`src/lpb_pkg.sv`:
```
// lpb_pkg: register map, field positions, reset values and word geometry
// of the link boot loader; shared by the receiver, DMA channel, top module and testbench.
// assumes a 32-bit register port with an 8-bit byte address.
`default_nettype none
package lpb_pkg;
    localparam logic [7:0]  OFS_CTRL        = 8'h00;
    localparam logic [7:0]  OFS_LIRPTL      = 8'h04;
    localparam logic [7:0]  OFS_IMASK       = 8'h08;
    localparam logic [7:0]  OFS_DMA_INDEX   = 8'h0C;
    localparam logic [7:0]  OFS_DMA_MOD     = 8'h10;
    localparam logic [7:0]  OFS_DMA_COUNT   = 8'h14;
    localparam logic [7:0]  OFS_DMA_CHAIN   = 8'h18;
    localparam logic [7:0]  OFS_DMA_GENERAL = 8'h1C;
    localparam logic [7:0]  OFS_RX_LOW      = 8'h20;
    localparam logic [7:0]  OFS_RX_HIGH     = 8'h24;
    localparam logic [7:0]  OFS_BOOT_STAT   = 8'h28;
    localparam logic [31:0] CTRL_BOOT       = 32'h0020_0011;
    localparam logic [31:0] CTRL_HOLD_ONE   = 32'h0000_0013;
    localparam logic [31:0] CTRL_HOLD_ZERO  = 32'h0000_0200;
    localparam logic [31:0] CTRL_STAT_MASK  = 32'h0C00_0000;
    localparam int          BIT_PORT_EN     = 0;
    localparam int          BIT_DMA_EN      = 1;
    localparam int          BIT_WIDE_WORD   = 4;
    localparam int          BIT_WIDTH_SEL   = 9;
    localparam int          BIT_STAT_LOW    = 26;
    localparam int          BIT_STAT_HIGH   = 27;
    localparam logic [31:0] LIRPTL_BOOT     = 32'h0001_0000;
    localparam int          BIT_LB0_MASK    = 16;
    localparam int          BIT_LB0_LATCH   = 0;
    localparam logic [31:0] IMASK_BOOT      = 32'h0000_4003;
    localparam int          BIT_IMASK_LINK  = 14;
    localparam logic [31:0] DMA_INDEX_RST   = 32'h0004_0000;
    localparam logic [15:0] DMA_MOD_RST     = 16'h0001;
    localparam logic [15:0] DMA_COUNT_RST   = 16'h0100;
    localparam logic [31:0] VECTOR_BASE     = 32'h0004_0000;
    localparam logic [31:0] VECTOR_LB0_OFS  = 32'h0000_0038;
    localparam int          WORD_W          = 48;
    localparam int          NIBBLES         = 12;
    localparam logic [1:0]  STRAP_SETTLE    = 2'h2;
endpackage
`default_nettype wire

```
`src/lpb_word_if.sv`:
```
// lpb_word_if: received 48-bit words from the link receiver to the
// DMA channel and register port. take is driven by the top module.
`timescale 1ns/1ns
`default_nettype none
interface lpb_word_if;
    logic [47:0] word;
    logic        valid;
    logic        backlog;
    logic        take;
    modport rx   (output word, output valid, output backlog, input take);
    modport sink (input word, input valid, input backlog, input take);
endinterface
`default_nettype wire

```
`src/lpb_link_rx.sv`:
```
// lpb_link_rx: samples the link clock and nibbles, builds words, one-word buffer.
// assumes link clock no faster than half core_clk after sampling.
`timescale 1ns/1ns
`default_nettype none
module lpb_link_rx #(
    parameter int NIBBLES = lpb_pkg::NIBBLES
) (
    input  wire logic       core_clk,
    input  wire logic       rst_b,
    input  wire logic       link_clk_pin,
    input  wire logic [3:0] link_data_pin,
    input  wire logic       enable,
    output var  logic       link_ack,
    lpb_word_if.rx          word_if
);
    localparam logic [3:0] LAST = 4'(NIBBLES - 1);
    logic [2:0]  clk_sync;
    logic [3:0]  data_s1;
    logic [3:0]  data_s2;
    logic [47:0] shreg;
    logic [3:0]  ncnt;
    logic        rise;

    // link clock comes from the master and is sampled here
    always_ff @(posedge core_clk or negedge rst_b) begin
        if (!rst_b) begin
            clk_sync <= 3'h0;
            data_s1  <= 4'h0;
            data_s2  <= 4'h0;
        end else begin
            clk_sync <= {clk_sync[1:0], link_clk_pin};
            data_s1  <= link_data_pin;
            data_s2  <= data_s1;
        end
    end
    assign rise = clk_sync[1] & ~clk_sync[2];

    // first nibble ends in the top bits
    always_ff @(posedge core_clk or negedge rst_b) begin
        if (!rst_b) begin
            shreg           <= 48'h0;
            ncnt            <= 4'h0;
            word_if.backlog <= 1'b0;
        end else if (rise && enable && !word_if.backlog) begin
            shreg <= {shreg[43:0], data_s2};
            if (ncnt == LAST) begin
                ncnt            <= 4'h0;
                word_if.backlog <= 1'b1;
            end else begin
                ncnt <= ncnt + 4'h1;
            end
        end else if (word_if.backlog && (!word_if.valid || word_if.take)) begin
            word_if.backlog <= 1'b0;
        end
    end

    always_ff @(posedge core_clk or negedge rst_b) begin
        if (!rst_b) begin
            word_if.word  <= 48'h0;
            word_if.valid <= 1'b0;
            link_ack      <= 1'b0;
        end else begin
            if (word_if.backlog && (!word_if.valid || word_if.take)) begin
                word_if.word  <= shreg;
                word_if.valid <= 1'b1;
            end else if (word_if.take) begin
                word_if.valid <= 1'b0;
            end
            // full buffer withdraws acknowledge instead of dropping data
            link_ack <= enable & ~(word_if.valid & ~word_if.take);
        end
    end
endmodule
`default_nettype wire

```
`src/lpb_dma_ch.sv`:
```
// lpb_dma_ch: receive DMA channel moving buffer words to memory.
// assumes index, modifier and count are loaded by the register port.
`timescale 1ns/1ns
`default_nettype none
module lpb_dma_ch (
    input  wire logic        core_clk,
    input  wire logic        rst_b,
    input  wire logic        enable,
    input  wire logic        ld_index,
    input  wire logic        ld_mod,
    input  wire logic        ld_count,
    input  wire logic [31:0] ld_value,
    input  wire logic        preset,
    lpb_word_if.sink         word_if,
    output var  logic        take,
    output var  logic [31:0] index,
    output var  logic [15:0] modif,
    output var  logic [15:0] count,
    output var  logic        mem_wr,
    output var  logic [31:0] mem_addr,
    output var  logic [47:0] mem_wdata,
    output var  logic        done
);
    // no software step between words
    assign take = enable && count != 16'h0 && word_if.valid;

    always_ff @(posedge core_clk or negedge rst_b) begin
        if (!rst_b) begin
            index <= 32'h0;
            modif <= 16'h0;
            count <= 16'h0;
        end else if (preset) begin
            // boot block: 256 words from the base, no software step
            index <= lpb_pkg::DMA_INDEX_RST;
            modif <= lpb_pkg::DMA_MOD_RST;
            count <= lpb_pkg::DMA_COUNT_RST;
        end else begin
            if (ld_index) index <= ld_value;
            else if (take) index <= index + {16'h0, modif};
            if (ld_mod) modif <= ld_value[15:0];
            if (ld_count) count <= ld_value[15:0];
            else if (take) count <= count - 16'h1;
        end
    end

    always_ff @(posedge core_clk or negedge rst_b) begin
        if (!rst_b) begin
            mem_wr    <= 1'b0;
            mem_addr  <= 32'h0;
            mem_wdata <= 48'h0;
            done      <= 1'b0;
        end else begin
            mem_wr <= take;
            if (take) begin
                mem_addr  <= index;
                mem_wdata <= word_if.word;
            end
            done <= take && count == 16'h1 && !ld_count;
        end
    end
endmodule
`default_nettype wire

```
`src/lpb_boot_top.sv`:
```
// lpb_boot_top: link boot receive logic with control, interrupt latch/mask,
// core mask and channel 8 registers on a plain register port.
// assumes strap, link clock and link data arrive asynchronously as pins.
//
// Decided for this implementation: the register offsets and strobed register access.
`timescale 1ns/1ns
`default_nettype none
module lpb_boot_top (
    input  wire logic        core_clk,
    input  wire logic        rst_b,
    input  wire logic        boot_link_sel,
    input  wire logic        link_clk_pin,
    input  wire logic [3:0]  link_data_pin,
    output var  logic        link_ack,
    input  wire logic [7:0]  reg_addr,
    input  wire logic [31:0] reg_wdata,
    input  wire logic        reg_wr,
    input  wire logic        reg_rd,
    output var  logic [31:0] reg_rdata,
    output var  logic        mem_wr,
    output var  logic [31:0] mem_addr,
    output var  logic [47:0] mem_wdata,
    output var  logic        core_idle,
    output var  logic        lb0_irq,
    output var  logic [31:0] irq_vector,
    output var  logic        reset_idle_skip
);
    lpb_word_if word_if ();

    logic        strap_s1;
    logic        strap_s2;
    logic [1:0]  strap_cnt;
    logic        strap_cap;
    logic        link_boot;
    logic [31:0] link_control_reg;
    logic [31:0] lirptl;
    logic [31:0] next_lirptl;
    logic [31:0] imask;
    logic [31:0] buf0_dma_chain_pointer;
    logic [31:0] buf0_dma_general_pointer;
    logic [31:0] buf0_dma_index;
    logic [15:0] buf0_dma_modifier;
    logic [15:0] buf0_dma_count;
    logic        dma_take;
    logic        dma_done;
    logic        dma_en;
    logic        sw_pop;
    logic        fire;
    logic        ld_index;
    logic        ld_mod;
    logic        ld_count;
    logic [31:0] next_rdata;

    function automatic logic hit(input logic strobe, input logic [7:0] addr,
                                 input logic [7:0] ofs);
        hit = strobe && addr == ofs;
    endfunction

    // strap sampled once the synchroniser has settled after release
    always_ff @(posedge core_clk or negedge rst_b) begin
        if (!rst_b) begin
            strap_s1  <= 1'b0;
            strap_s2  <= 1'b0;
            strap_cnt <= 2'h0;
        end else begin
            strap_s1 <= boot_link_sel;
            strap_s2 <= strap_s1;
            if (strap_cnt != 2'h3) strap_cnt <= strap_cnt + 2'h1;
        end
    end
    assign strap_cap = strap_cnt == lpb_pkg::STRAP_SETTLE;

    always_ff @(posedge core_clk or negedge rst_b) begin
        if (!rst_b) link_boot <= 1'b0;
        else if (strap_cap) link_boot <= strap_s2;
    end

    // link control register
    always_ff @(posedge core_clk or negedge rst_b) begin
        if (!rst_b) begin
            link_control_reg <= 32'h0;
        end else if (strap_cap) begin
            link_control_reg <= strap_s2 ? lpb_pkg::CTRL_BOOT : 32'h0;
        end else if (hit(reg_wr, reg_addr, lpb_pkg::OFS_CTRL)) begin
            // boot keeps enables at one and width at zero
            if (link_boot)
                link_control_reg <= (reg_wdata | lpb_pkg::CTRL_HOLD_ONE)
                                    & ~lpb_pkg::CTRL_HOLD_ZERO;
            else
                link_control_reg <= reg_wdata;
        end
        // the end of the first DMA leaves this register alone
    end

    // interrupt latch and mask; a completion wins over a clearing write
    always_comb begin
        next_lirptl = lirptl;
        if (hit(reg_wr, reg_addr, lpb_pkg::OFS_LIRPTL)) next_lirptl = reg_wdata;
        if (fire) next_lirptl[lpb_pkg::BIT_LB0_LATCH] = 1'b0;
        if (dma_done) next_lirptl[lpb_pkg::BIT_LB0_LATCH] = 1'b1;
    end

    always_ff @(posedge core_clk or negedge rst_b) begin
        if (!rst_b) begin
            lirptl <= 32'h0;
            imask  <= 32'h0;
        end else if (strap_cap) begin
            lirptl <= strap_s2 ? lpb_pkg::LIRPTL_BOOT : 32'h0;
            imask  <= strap_s2 ? lpb_pkg::IMASK_BOOT : 32'h0;
        end else begin
            lirptl <= next_lirptl;
            if (hit(reg_wr, reg_addr, lpb_pkg::OFS_IMASK)) imask <= reg_wdata;
        end
    end

    // a cleared mask bit keeps the latched event from being served
    assign fire = lirptl[lpb_pkg::BIT_LB0_LATCH] && lirptl[lpb_pkg::BIT_LB0_MASK]
                  && imask[lpb_pkg::BIT_IMASK_LINK];

    always_ff @(posedge core_clk or negedge rst_b) begin
        if (!rst_b) begin
            lb0_irq         <= 1'b0;
            irq_vector      <= 32'h0;
            core_idle       <= 1'b0;
            reset_idle_skip <= 1'b0;
        end else begin
            lb0_irq <= fire;
            if (fire) irq_vector <= lpb_pkg::VECTOR_BASE + lpb_pkg::VECTOR_LB0_OFS;
            // core waits from boot until the first block is
            if (strap_cap) core_idle <= strap_s2;
            else if (fire) core_idle <= 1'b0;
            // return to the vector area resumes past the idle slot
            if (strap_cap) reset_idle_skip <= 1'b0;
            else if (fire) reset_idle_skip <= 1'b1;
        end
    end

    always_ff @(posedge core_clk or negedge rst_b) begin
        if (!rst_b) begin
            buf0_dma_chain_pointer   <= 32'h0;
            buf0_dma_general_pointer <= 32'h0;
        end else begin
            if (hit(reg_wr, reg_addr, lpb_pkg::OFS_DMA_CHAIN))
                buf0_dma_chain_pointer <= reg_wdata;
            if (hit(reg_wr, reg_addr, lpb_pkg::OFS_DMA_GENERAL))
                buf0_dma_general_pointer <= reg_wdata;
        end
    end

    // channel 8 preset at boot, reprogrammable for the final block
    assign ld_index = hit(reg_wr, reg_addr, lpb_pkg::OFS_DMA_INDEX);
    assign ld_mod   = hit(reg_wr, reg_addr, lpb_pkg::OFS_DMA_MOD);
    assign ld_count = hit(reg_wr, reg_addr, lpb_pkg::OFS_DMA_COUNT);

    assign dma_en = link_boot || link_control_reg[lpb_pkg::BIT_DMA_EN];
    // software draws words one at a time, so a zero fill reads none
    assign sw_pop = hit(reg_rd, reg_addr, lpb_pkg::OFS_RX_HIGH) && !dma_take
                    && word_if.valid;
    assign word_if.take = dma_take || sw_pop;

    lpb_link_rx u_rx (
        .core_clk      (core_clk),
        .rst_b         (rst_b),
        .link_clk_pin  (link_clk_pin),
        .link_data_pin (link_data_pin),
        .enable        (link_control_reg[lpb_pkg::BIT_PORT_EN]),
        .link_ack      (link_ack),
        .word_if       (word_if)
    );

    lpb_dma_ch u_dma (
        .core_clk  (core_clk),
        .rst_b     (rst_b),
        .enable    (dma_en),
        .ld_index  (ld_index),
        .ld_mod    (ld_mod),
        .ld_count  (ld_count),
        .ld_value  (reg_wdata),
        .preset    (strap_cap && strap_s2),
        .word_if   (word_if),
        .take      (dma_take),
        .index     (buf0_dma_index),
        .modif     (buf0_dma_modifier),
        .count     (buf0_dma_count),
        .mem_wr    (mem_wr),
        .mem_addr  (mem_addr),
        .mem_wdata (mem_wdata),
        .done      (dma_done)
    );

    // register read, data valid in the cycle after the strobe only
    always_comb begin
        next_rdata = 32'h0;
        case (reg_addr)
            lpb_pkg::OFS_CTRL: begin
                next_rdata = link_control_reg & ~lpb_pkg::CTRL_STAT_MASK;
                next_rdata[lpb_pkg::BIT_STAT_HIGH] = word_if.valid;
                next_rdata[lpb_pkg::BIT_STAT_LOW]  = word_if.backlog;
            end
            lpb_pkg::OFS_LIRPTL:      next_rdata = lirptl;
            lpb_pkg::OFS_IMASK:       next_rdata = imask;
            lpb_pkg::OFS_DMA_INDEX:   next_rdata = buf0_dma_index;
            lpb_pkg::OFS_DMA_MOD:     next_rdata = {16'h0, buf0_dma_modifier};
            lpb_pkg::OFS_DMA_COUNT:   next_rdata = {16'h0, buf0_dma_count};
            lpb_pkg::OFS_DMA_CHAIN:   next_rdata = buf0_dma_chain_pointer;
            lpb_pkg::OFS_DMA_GENERAL: next_rdata = buf0_dma_general_pointer;
            lpb_pkg::OFS_RX_LOW:      next_rdata = word_if.word[31:0];
            lpb_pkg::OFS_RX_HIGH:     next_rdata = {16'h0, word_if.word[47:32]};
            lpb_pkg::OFS_BOOT_STAT:   next_rdata = {29'h0, reset_idle_skip, link_boot,
                                                    core_idle};
            default:                  next_rdata = 32'h0;
        endcase
    end

    always_ff @(posedge core_clk or negedge rst_b) begin
        if (!rst_b) reg_rdata <= 32'h0;
        else reg_rdata <= reg_rd ? next_rdata : 32'h0;
    end
endmodule
`default_nettype wire

```
`config.mk`:
```
export PLATFORM = sky130hd
export DESIGN_NAME = lpb_boot_top
export DESIGN_NICKNAME = d
export VERILOG_FILES = /design/src/lpb_pkg.sv /design/src/lpb_word_if.sv /design/src/lpb_link_rx.sv /design/src/lpb_dma_ch.sv /design/src/lpb_boot_top.sv
export SDC_FILE = /design/constraint.sdc
export NUM_CORES = 1
export LEC_CHECK = 0
export CAP_MARGIN = 25
export CORE_ASPECT_RATIO = 2
export CORE_MARGIN = 2
export CORE_UTILIZATION = 35
export DETAILED_ROUTE_END_ITERATION = 10
export DONT_BUFFER_PORTS = 1
export GPL_TIMING_DRIVEN = 1
export MAX_ROUTING_LAYER = met4
export SYNTH_ARGS = -nofsm -noshare
export SYNTH_HDL_FRONTEND = slang
export SYNTH_SLANG_ARGS = --single-unit
```
`constraint.sdc`:
```
create_clock -name core_clk -period 5.75 [get_ports core_clk]
set_input_delay 1.725 -clock core_clk [delete_from_list [all_inputs] [get_ports core_clk]]
set_output_delay 1.725 -clock core_clk [all_outputs]
set_load 0.01 [all_outputs]
```
**Word-level counts from Yosys, hierarchy flattened**

Index checks and enable logic that the tools add are counted.

- Logic and storage cells: 129
- Output and inout port bits: 149
- Bits in registers: 461
- Input bits: 50

- Reductions and logical operators: 41
- Bitwise logic cells: 6
- Equality and inequality tests: 15
- Add/sub/neg operators: 4
- Muxes and demuxes: 32

Operators by type and width:

| cell | number |
|---|---|
| 32-bit one-hot mux with 11 select lines | 1 |
| 32-bit two-way mux | 10 |
| 16-bit two-way mux | 5 |
| 32-bit by 16-bit adder with 32-bit output | 1 |
| 8-bit by 5-bit == test with 1-bit output, second input constant | 4 |
| 8-bit by 6-bit == test with 1-bit output, second input constant | 3 |
| 22-bit two-way mux | 1 |
| 1-bit logical AND | 21 |
| 17-bit two-way mux | 1 |
| 16-bit by 1-bit == test with 1-bit output, second input constant | 1 |
| 8-bit by 4-bit == test with 1-bit output, second input constant | 2 |
| 16-bit nonzero test | 1 |
| 16-bit by 1-bit subtractor with 16-bit output, second input constant | 1 |
| 15-bit two-way mux | 1 |
| 2-bit nonzero test | 7 |
| 1-bit two-way mux | 11 |
| 10-bit two-way mux | 1 |
| 8-bit by 3-bit == test with 1-bit output, second input constant | 1 |
| 8-bit zero test | 1 |
| 3-bit nonzero test | 2 |
| 4-bit by 1-bit adder with 4-bit output, second input constant | 1 |
| 4-bit == test, second input constant | 1 |
| 1-bit zero test | 4 |
| 4-bit two-way mux | 1 |
| 8 further kinds | 15 |

**Longest topological paths before layout**

Gate-level depths: netlist (run 1).

- Word-level depth: 11
- Depth in mapped cells: 11

**Hierarchy**

A second synthesis (run 1) with hierarchy kept.

- Cell total of the unflattened synthesis: 2032
- Area total of the unflattened synthesis: 21594.5 sq um

Modules (own cells, without submodules):

| module | area an instance (sq um) | times used | cells an instance |
|---|---|---|---|
| lpb_boot_top | 9959.6 | 1 | 963 |
| lpb_dma_ch | 7429.6 | 1 | 826 |
| lpb_link_rx | 4205.3 | 1 | 243 |

**Worst setup path after synthesis (run 1)**

OpenSTA, ideal clock, no wires.

- Path type: input-to-reg
- From: input port reg_addr[2]
- To: register lirptl[0]
- Stages on the path: 9
- Required time: 5.618 ns
- Buffers on the path: 3
- Data arrival time: 3.377 ns
- Path slack: 2.241 ns
- Setup time: 0.132 ns
- Cells stage by stage: buf_2 nor2b_1 and2_1 clkbuf_1 and3_1 clkbuf_1 mux2_2 a21oi_1 nor2_1

- Cells in the longest elaborated chain, start to end: 3

Ends and longest elaborated chain:

| what | line | source |
|---|---|---|
| start, declared | lpb_boot_top.sv:15 | `input wire logic [7:0] reg_addr,` |
| 8-bit by 3-bit == test with 1-bit output | lpb_boot_top.sv:56 | `hit = strobe && addr == ofs;` |
| 1-bit logical AND | lpb_boot_top.sv:56 |  |
| 4-bit nonzero test (no line) | - |  |
| end signal, assigned | lpb_boot_top.sv:108 | `lirptl <= strap_s2 ? lpb_pkg::LIRPTL_BOOT : 32'h0;` |
| end signal, assigned | lpb_boot_top.sv:111 | `lirptl <= next_lirptl;` |
| end, declared | lpb_boot_top.sv:36 | `logic [31:0] lirptl;` |

No other way between the ends.
A chain may end at the register's enable or synchronous reset.

**Worst setup path after layout (run 1)**

- From: input port reg_addr[1]
- To: register buf0_dma_chain_pointer[25]

- Cells in the longest elaborated chain, start to end: 2

Ends and longest elaborated chain:

| what | line | source |
|---|---|---|
| 8-bit by 5-bit == test with 1-bit output | lpb_boot_top.sv:56 |  |
| 1-bit logical AND | lpb_boot_top.sv:56 |  |
| end signal, assigned | lpb_boot_top.sv:144 | `buf0_dma_chain_pointer <= reg_wdata;` |
| end, declared | lpb_boot_top.sv:39 | `logic [31:0] buf0_dma_chain_pointer;` |

No other way between the ends.

==> flow_summary_export.csv, run 1 <==
group,metric,value,unit
clocking,cts_buffer_depth,3,
final_layout,nets,1965,
clocking,cts_max_level,2,
global_route,grt_pass1_vias,15280,
final_layout,finish.instance_area,22450,µm²
synth,synthCells,1947,
floorplan,dieArea,60360,µm²
clocking,cts_root_buf,"clkbuf_16",
power_and_ir_drop,power_density,358.9,nW/µm²
sta,maxSlewViolCount,159,
detailed_routing,drtIter0Drc,1454,
detailed_routing,vias,14990,
critical_path,start_kind,"primary input",
synth,seq_area_frac_synth,56.29,%
global_route,track_usage,22.08,%
critical_path,worstSetupEndpointType,"register",
final_layout,antenna_cells,0,
final_layout,syn_to_final_growth,10.05,%
clocking,clkSlewWorstSetupHoldPaths,0.07,ns
critical_path,timing.rr.end,"u_dma.index[24]",
synth,yosys_warnings,0,
floorplan,fp.dieW,174.7,µm
critical_path,reg2reg_from,"u_dma.count[11]",
synth,synth_top_flop_cell,"dfrtp_1",
hold_path,worstHoldStart,"u_rx.data_s1[0]",
power_and_ir_drop,power.leakage,0.01035,µW
critical_path,crit_required,6.21,ns
floorplan,core,57870,µm²
floorplan,num_rows,125,
final_layout,reg_top3,"u_dma.mem_wdata: 48 flops, u_rx.shreg: 48 flops, u_rx.word_if.word: 48 flops",
detailed_routing,firstDrtPassIters,5,
sta,rsz0062_at_grt,"no",
placement,placed_area,21010,µm²
placement,port_buffers,0,
critical_path,r2r_cells,8,
critical_path,r2r_slack,2.23,ns
detailed_routing,viasPerCell,5.582,
floorplan,ios,199,
synth,synthArstFlopShare,100.0,%
outcome,violations,"max-slew violations",
power_and_ir_drop,total_power,8060,µW
sta,finalHoldViolations,0,
clocking,post_cts_resized,0,
sta,worstMarginPinSlew,1.783,ns
detailed_routing,ant_nets,0,
critical_path,cp_data_arrival_time,4.30,ns
final_layout,final_cells,2685,
placement,globalplace.congestion,0.9198,
placement,dp_cells,2609,
final_layout,finish.utilization,38.80,%
floorplan,die_y,345.5,µm
detailed_routing,drt-wirelength-per-cell,24.39,µm
final_layout,drive_gt1_share,14.92,%
sta,fmax,260.0,MHz
synth,ys_ff_latch,459,
hold_path,holdPathStages,0,
sta,finalSetupViolCount,0,
hold_path,hold_path_class,"reg2reg",
synth,synthesis.area,20400,µm²
sta,setup_tns,0,ns
placement,dp_hpwl,44.88,mm
job,maxCapViolations,0,
sta,relSlewSlack,-18.85,%
clocking,postCtsSetupBuffers,0,
clocking,cts_tree,"built",
detailed_routing,drc_errors,0,
global_route,antenna_found_initial,1,
synth,synth_top_cell_by_area,"dfrtp_1",
hold_path,whs_endpoint,"u_rx.data_s2[0]",
clocking,holdBufCountCts,0,
detailed_routing,wl,65.48,mm
synth,synth_area_leaders,"dfrtp_1, nand2_1, mux2_2",
clocking,cts_buffers,42,
sta,period_minus_slack,3.846,ns
sta,clock_skew,0.01809,ns
global_route,grt_max_degree,460,
synth,synth_top_area_share,56.29,%
global_route,overflow,0,
power_and_ir_drop,ir_drop,0.1893,mV
floorplan,start_util,35.26,%
global_route,grt_pass1_wl,98.65,mm
clocking,clock-sinks,459,
outcome,outcome,"finished, violations left",
synth,syn_avg_cell_area,10.48,µm²
synth,synthDistinctLibCells,68,
sta,period_share,66.89,%
critical_path,path_class,"in2reg",
clocking,insertion_delay,0.58,ns
critical_path,crit_fanout,26,
synth,synth-edff-count,0,
logic make-up after synthesis:
family	after synthesis	synth area share, %
AND/OR/NAND/NOR	676	13.71
flip-flops	459	56.29
AO/OA/AOI/OAI	396	12.73
multiplexers	183	10.28
buffers and inverters	175	4.060
XOR/XNOR	34	1.460
adder cells (fa/ha/maj)	23	1.447
other	1	0.01838
routing by layer:
metal	up-vias	track usage [%]	wire length, µm
met1	7513	24.49	23870
met2	656	36.91	32710
met3	203	4.310	4715
li1	6617	-	-
met5	-	-	0
met4	0	12.53	4185
worst max-delay path by stage:
stage / from / to / slack [ns] / cells past startpoint
after detailed placement: reg_addr[1] / buf0_dma_chain_pointer[25] / 1.41 / 7
final: reg_addr[1] / buf0_dma_chain_pointer[25] / 1.90 / 7
after CTS: reg_addr[1] / buf0_dma_chain_pointer[25] / 2.00 / 7
after global routing: reg_addr[1] / buf0_dma_chain_pointer[19] / 1.91 / 7
after floorplan: reg_addr[2] / lirptl[0] / 2.24 / 9
after global placement: reg_addr[4] / u_rx.word_if.word[27] / 1.36 / 8
cell type report:
type                    count  area, µm²
clock buffers              58       1181
clock inverters            17      239.0
fillers                  5646      35410
inverters                  15      58.81
multi-input cells        1340       8248
flip-flops and latches    459      11490
well taps                 762      953.4
repair buffers             34      287.8
synth_stat cells (all sizes together), types with 14 or more instances:
master and n:
mux2i 15, clkbuf 100, xor2 21, nor3 16, nor2 57, ha 22, a222oi 25, a22oi 39
a21oi 144, a221oi 16, buf 60, o21ai 54, a31oi 37, a211oi 15, dfrtp 459, mux2 163
inv 15, nand2 513, and2 14, nand3 19, a22o 24
through the flow:
step,hold slack (ns),worst slack [ns]
global route,0.3592,1.910
floorplan,0.3312,2.241
global placement,0.3368,1.363
detailed placement,0.3401,1.414
finish,0.3462,1.904
CTS,0.3489,2.002
layout by cell type (no fill, tap or decap), types with 4 or more instances in the layout:
master	synthesis	routed
nor4_1	8	6
clkbuf_16	0	42
mux2i_1	15	15
xnor2_1	13	13
a211oi_1	15	15
a22o_1	24	24
or3_1	5	5
o211ai_1	5	5
a221oi_1	16	16
nand3_1	19	19
conb_1	1	28
o32a_1	4	4
clkbuf_8	0	7
a21o_1	5	5
bufinv_16	0	5
dfrtp_1	459	459
xor2_1	21	21
nor2_2	0	4
and2_1	12	12
ha_1	22	21
mux2_2	161	161
a31oi_1	37	37
nor2b_1	5	5
mux4_2	5	5
a21oi_1	143	143
inv_1	14	14
a222oi_1	25	25
nor3_1	16	16
o21ai_0	53	53
nand2b_1	7	7
clkbuf_1	100	9
buf_4	33	32
a22oi_1	39	39
nor2_1	57	53
nand2_1	513	512
nand3b_1	4	4
clkinv_2	0	6
nand4_1	5	5
and3_1	12	11
critical path, cell delays in order:
cell and delay (ns):
nor3_1 0.55, nand2_1 0.26, nor2_2 0.13, buf_4 0.40, nand2_1 0.44, buf_4 0.43, mux2_2 0.34
power by group:
part           internal [µW]  total, µW  switching, µW
clock                   1670       2970           1290
sequential              3650       4190            539
combinational            447        899            452
No activity file was read; power rests on OpenSTA's default activity.
==> run 2: changes to the inputs <==
ABC_AREA = 1   (was default)
clock period = 4 ns   (was 5.75 ns; I/O delays follow)
==> run 2 against run 1 <==
The run now ends clean; sequential cell count is the same; clock skew shrank 0.0039 ns; worst hold slack about the same; die area rose by 5.3%; total power up 43%; cell area increased by 4.9%; sequential power rose by 34%; synthesized cell count up 37%; sequential share of layout area shrank 2.4 points; critical path type unchanged; largest power group unchanged; highest routed layer unchanged.
==> flow_summary_export.csv, run 2 <==
group,metric,value,unit
detailed_routing,wl,68.88,mm
global_route,grt_max_degree,460,
critical_path,path_class,"in2reg",
synth,ys_ff_latch,459,
sta,finalHoldViolations,0,
synth,yosys.area_share.adder,1.373,%
detailed_routing,vias,17370,
clocking,clkSlewWorstSetupHoldPaths,0.07,ns
sta,worstMarginPinSlew,1.218,ns
final_layout,drive_gt1_share,5.639,%
clocking,insertion_delay,0.58,ns
sta,finalHoldWorstSlack,0.3458,ns
critical_path,cp_data_arrival_time,3.10,ns
critical_path,crit_required,4.52,ns
outcome,outcome,"complete, no violations",
floorplan,num_rows,128,
sta,rsz0062_at_grt,"no",
synth,synth.area.mux_share,0,%
power_and_ir_drop,power_density,489.5,nW/µm²
sta,finalSetupViolCount,0,
synth,synth_top_flop_cell,"dfrtp_1",
synth,synthSimpleGateAreaFrac,20.37,%
critical_path,max_stage_delay,0.56,ns
clocking,holdBufCountCts,0,
detailed_routing,firstDrtPassIters,5,
placement,port_buffers,0,
critical_path,crit_chain,"nor2_2 -> nand3_1 -> inv_1 -> nand2_1 -> nor2_1 -> nor2_1 -> nand3_1 -> nand2_1 -> inv_1",
detailed_routing,drt-wirelength-per-cell,20.00,µm
critical_path,start_kind,"primary input",
synth,synthTopCellsByCount,"nand2_1, dfrtp_1, o21ai_0",
clocking,cts_tree,"built",
final_layout,final_cell_mix,"nand2_1, dfrtp_1, o21ai_0",
synth,synth-edff-count,0,
synth,seq_area_frac_synth,53.39,%
placement,dp_hpwl,51.01,mm
floorplan,die_y,354.6,µm
clocking,cts_root_buf,"clkbuf_16",
sta,maxSlewViolCount,0,
hold_path,hold_path_class,"in2async",
synth,synthCells,2676,
final_layout,syn_to_final_growth,9.504,%
placement,globalplace.congestion,0.9343,
floorplan,start_util,35.35,%
synth,synth_top_cell_by_area,"dfrtp_1",
final_layout,nets,2700,
clocking,cts_max_level,2,
floorplan,dieArea,63580,µm²
floorplan,core,60860,µm²
critical_path,critPathSlowestCell,"nor2_1",
clocking,cts_buffers,44,
critical_path,crit_fanout,16,
power_and_ir_drop,ir_drop,0.3327,mV
sta,setup_tns,0,ns
clocking,postCtsSetupBuffers,0,
placement,dp_cells,3360,
sta,worst_slack,1.424,ns
sta,fmax,388.2,MHz
global_route,overflow,0,
clocking,cts_buffer_depth,3,
global_route,antenna_found_initial,3,
synth,synth_xor_area_share,0.3257,%
clocking,post_cts_resized,0,
synth,synthArstFlopShare,100.0,%
synth,syn_avg_cell_area,8.039,µm²
floorplan,fp.dieW,179.3,µm
sta,period_minus_slack,2.576,ns
job,maxCapViolations,0,
detailed_routing,drtIter0Drc,1386,
global_route,grt_pass1_wl,104.4,mm
placement,dp_slack,0.8408,ns
final_layout,finish.utilization,38.71,%
final_layout,final_cells,3443,
global_route,grt_pass1_vias,17120,
critical_path,worstSetupEndpointType,"register",
synth,synth-compound-area-share,14.87,%
clocking,clock-sinks,459,
synth,synthesis.area,21510,µm²
synth,synth_top_family_by_area,"simple AND/OR/NAND/NOR gates",
synth,synthDistinctLibCells,43,
sta,period_share,64.40,%
global_route,track_usage,22.43,%
sta,relSlewSlack,18.80,%
power_and_ir_drop,power.leakage,0.01143,µW
final_layout,final_common_cell,"nand2_1",
synth,yosysMostFrequentCell,"nand2_1",
sta,clock_skew,0.01420,ns
detailed_routing,ant_nets,0,
final_layout,reg_top3,"u_dma.mem_wdata: 48 flops, u_rx.shreg: 48 flops, u_rx.word_if.word: 48 flops",
synth,yosys_warnings,0,
synth,synth_area_leaders,"dfrtp_1, nand2_1, o21ai_0",
synth,synth_top_area_share,53.39,%
floorplan,ios,199,
detailed_routing,drc_errors,0,
detailed_routing,viasPerCell,5.044,
run 2: cell types whose count changed after synthesis, moves of 39 or more:
cell     delta
a21oi_1    -50
nand2_1   +279
nor2_1     +97
inv_1     +307
mux2_2    -161
o21ai_0   +386
a22oi_1    -39
nand3_1    +72
run 2: worst max-delay path, delay by kind of cell:
family,cells,cell delay (ns)
and+or+nand+nor,7,1.69
buffers and inverters,2,0.20
run 2: kinds of logic after synthesis:
kind of cell             count (synthesis)
adder cells (fa/ha/maj)                 23
AO/OA/AOI/OAI                          611
XOR/XNOR                                 8
other                                    1
flip-flops                             459
AND/OR/NAND/NOR                       1090
buffers and inverters                  484
run 2: path summary, 6_finish.rpt:
| kind | start | endpoint | slack, ns | cells past startpoint |
|---|---|---|---|---|
| max | reg_addr[1] | reg_rdata[3] | 1.42 | 9 |
| min | rst_b | u_rx.data_s2[3] | 0.35 | 0 |
| max reg2reg | u_dma.count[7] | u_rx.link_ack | 1.43 | 7 |
| min reg2reg | u_rx.data_s1[0] | u_rx.data_s2[0] | 0.35 | 0 |
| max in group asynchronous | rst_b | u_dma.mem_wdata[25] | 2.69 | 0 |
| min in group core_clk | u_rx.data_s1[0] | u_rx.data_s2[0] | 0.35 | 0 |
run 2: cell type report:
class | count | area [µm²]
Fill cell | 6236 | 37300
Sequential cell | 459 | 11490
Multi-Input combinational cell | 1760 | 8095
Clock buffer | 61 | 1265
Inverter | 334 | 1255
Tap cell | 780 | 975.9
Clock inverter | 18 | 236.5
Timing Repair Buffer | 28 | 235.2
Antenna cell | 3 | 7.507
run 2: per-layer routing:
layer | track usage [%] | up-vias | part of all wire (%)
met5 | - | - | 0
met4 | 9.161 | 0 | 4.4
met3 | 3.524 | 105 | 5.4
met2 | 38.55 | 485 | 51
met1 | 25.78 | 8432 | 39
li1 | - | 8344 | -
run 2: power by group:
| group | internal, µW | leakage [µW] | switching, µW | total, µW |
|---|---|---|---|---|
| combinational | 488 | 0.00450 | 1040 | 1530 |
| clock | 2490 | 0.000742 | 1910 | 4400 |
| sequential | 5140 | 0.00619 | 458 | 5600 |
run 2: stage by stage:
| stage | instance area [µm²] | power (µW) |
|---|---|---|
| 2_1_floorplan | 21610 | 6705 |
| 3_3_place_gp | 22040 | 7185 |
| 3_5_place_dp | 22040 | 7218 |
| 4_1_cts | 23540 | 11670 |
| 5_1_grt | 23550 | 12100 |
| 6_report | 23560 | 11530 |
==> run 3: changes to the inputs <==
clock period = 2.35 ns   (was 4 ns; I/O delays follow)
==> run 3 against run 2 <==
The run now ends with negative hold slack left; clock power up 72%; worst hold slack worse by 0.52 ns; global-route usage up 0.62 points; count of clock-buffer cells in the layout down 4; setup slack worse by 1.3 ns; routed wire length up 1.9%; non-clock buffer count up 54; highest routed layer unchanged; final cell count up 1.6%; sequential cell count unchanged; register-to-register slack worse by 1.3 ns.
==> flow_summary_export.csv, run 3 (same netlist as run 2, synthesis figures left out) <==
group,metric,value,unit
outcome,outcome,"finished, violations left",
outcome,violations,"negative hold slack",
sta,clock_skew,0.03738,ns
sta,rsz0062_at_grt,"no",
detailed_routing,drt-wirelength-per-cell,20.06,µm
floorplan,core,60860,µm²
sta,finalHoldViolations,187,
critical_path,cp_common_cell,"nand3_1",
power_and_ir_drop,power.leakage,0.01182,µW
clocking,clkSlewWorstSetupHoldPaths,0.07,ns
job,maxCapViolations,0,
sta,finalSetupViolCount,0,
critical_path,cp_data_arrival_time,2.69,ns
floorplan,dieArea,63580,µm²
clocking,cts_tree,"built",
floorplan,fp.dieW,179.3,µm
final_layout,nets,2754,
clocking,cts_root_buf,"clkbuf_16",
sta,relSlewSlack,28.21,%
critical_path,critPathSlowestCell,"dfrtp_1",
global_route,grt_pass1_wl,107.5,mm
floorplan,die_y,354.6,µm
critical_path,path_class,"reg2reg",
hold_path,hold_path_class,"in2async",
global_route,overflow,0,
final_layout,syn_to_final_growth,12.68,%
detailed_routing,wl,70.19,mm
detailed_routing,firstDrtPassIters,7,
global_route,track_usage,23.05,%
critical_path,crit_required,2.83,ns
clocking,cts_max_level,2,
clocking,insertion_delay,0.60,ns
critical_path,worstSetupEndpointType,"register",
global_route,grt_pass1_vias,17850,
floorplan,ios,199,
clocking,cts_buffers,44,
critical_path,max_stage_delay,0.40,ns
detailed_routing,vias,17690,
final_layout,finish.utilization,39.83,%
detailed_routing,wl_met1,27.45,mm
clocking,cts_buffer_depth,3,
sta,fmax,453.2,MHz
critical_path,path_delay_family,"simple AND/OR/NAND/NOR gates",
critical_path,path_buf_inv,2,
final_layout,reg_top3,"u_dma.mem_wdata: 48 flops, u_rx.shreg: 48 flops, u_rx.word_if.word: 48 flops",
critical_path,crit_fanout,5,
placement,dp_hpwl,51.59,mm
detailed_routing,ant_nets,0,
final_layout,finish.instance_area,24240,µm²
sta,setup_tns,0,ns
power_and_ir_drop,ir_drop,0.5536,mV
global_route,grt_max_degree,460,
detailed_routing,wl_met3,4.187,mm
final_layout,drive_gt1_share,7.656,%
floorplan,num_rows,128,
sta,worstMarginPinSlew,1.077,ns
detailed_routing,drc_errors,0,
clocking,postCtsSetupBuffers,0,
placement,port_buffers,0,
placement,placed_area,22730,µm²
final_layout,fill_cells,6191,
final_layout,final_common_cell,"nand2_1",
sta,period_share,93.90,%
critical_path,crit_chain,"ha_1 -> nand2_1 -> buf_4 -> nor2_1 -> nand3_1 -> nand3_1 -> buf_4 -> nand3_1 -> nand3_1 -> nand3_1 -> nand2_1 -> nand2_1",
detailed_routing,routed.top_layer,"met4",
sta,finalHoldWorstSlack,-0.1755,ns
sta,period_minus_slack,2.207,ns
detailed_routing,wl_met2,34.96,mm
global_route,antenna_found_initial,2,
floorplan,start_util,35.35,%
detailed_routing,viasPerCell,5.055,
power_and_ir_drop,power_density,819.3,nW/µm²
clocking,clock-sinks,459,
placement,globalplace.congestion,0.9308,
detailed_routing,drtIter0Drc,1397,
sta,maxSlewViolCount,0,
final_layout,final_cell_mix,"nand2_1, dfrtp_1, o21ai_0",
critical_path,start_kind,"register",
run 3: area by class of cell:
class,count,area [µm²],share of cell area (%)
Clock buffer,57,1200,4.950
Timing Repair Buffer,82,915.9,3.778
Inverter,334,1255,5.177
Antenna cell,2,5.005,0.02065
Tap cell,780,975.9,4.026
Clock inverter,25,300.3,1.239
Sequential cell,459,11490,47.39
Multi-Input combinational cell,1760,8102,33.42
run 3: worst reg2reg max path, stage by stage (launching register included):
cell and delay [ns]:
dfrtp_1 0.40, ha_1 0.38, nand2_1 0.10, buf_4 0.16
nor2_1 0.15, nand3_1 0.12, nand3_1 0.10, buf_4 0.15
nand3_1 0.18, nand3_1 0.13, nand3_1 0.09, nand2_1 0.08
nand2_1 0.04
run 3: worst paths after layout:
check | from | end | slack, ns | depth (start not counted)
worst max-delay path | u_dma.modif[9] | u_dma.index[26] | 0.14 | 12
worst min-delay path | rst_b | u_rx.data_s2[3] | -0.18 | 0
worst max register to register | u_dma.modif[9] | u_dma.index[26] | 0.14 | 12
worst min register to register | u_rx.data_s1[3] | u_rx.data_s2[3] | 0.34 | 0
max in group asynchronous | rst_b | u_dma.mem_wdata[27] | 1.64 | 0
min in group core_clk | link_data_pin[1] | u_rx.data_s1[1] | 0.13 | 0
run 3: power by group:
group	switching, µW	internal (µW)
clock	3360	4220
combinational	1840	953
sequential	741	8750
run 3: repair_timing:
item / 4_1_cts / 5_1_grt
endpoints found under the hold margin: 459 / 453
gates resized for setup: 0 / 2
endpoints found under the setup margin: 0 / 2
run 3: per-layer routing:
| metal | global-route usage [%] | vias up |
|---|---|---|
| li1 | - | 8454 |
| met1 | 26.53 | 8533 |
| met2 | 38.61 | 540 |
| met3 | 4.102 | 159 |
| met4 | 10.73 | 0 |
| met5 | - | - |
run 3: per-stage QoR:
stage | setup slack [ns] | hold slack [ns] | total power, µW | instances
after floorplan | 0.3916 | 0.3312 | 11410 | 2703
after global placement | -0.1395 | 0.3409 | 12360 | 3415
after detailed placement | -0.1236 | 0.3393 | 12440 | 3415
after CTS | 0.1517 | -0.2126 | 20100 | 3497
after global routing | 0.0006968 | -0.2001 | 20870 | 3499
final | 0.1435 | -0.1755 | 19860 | 3499
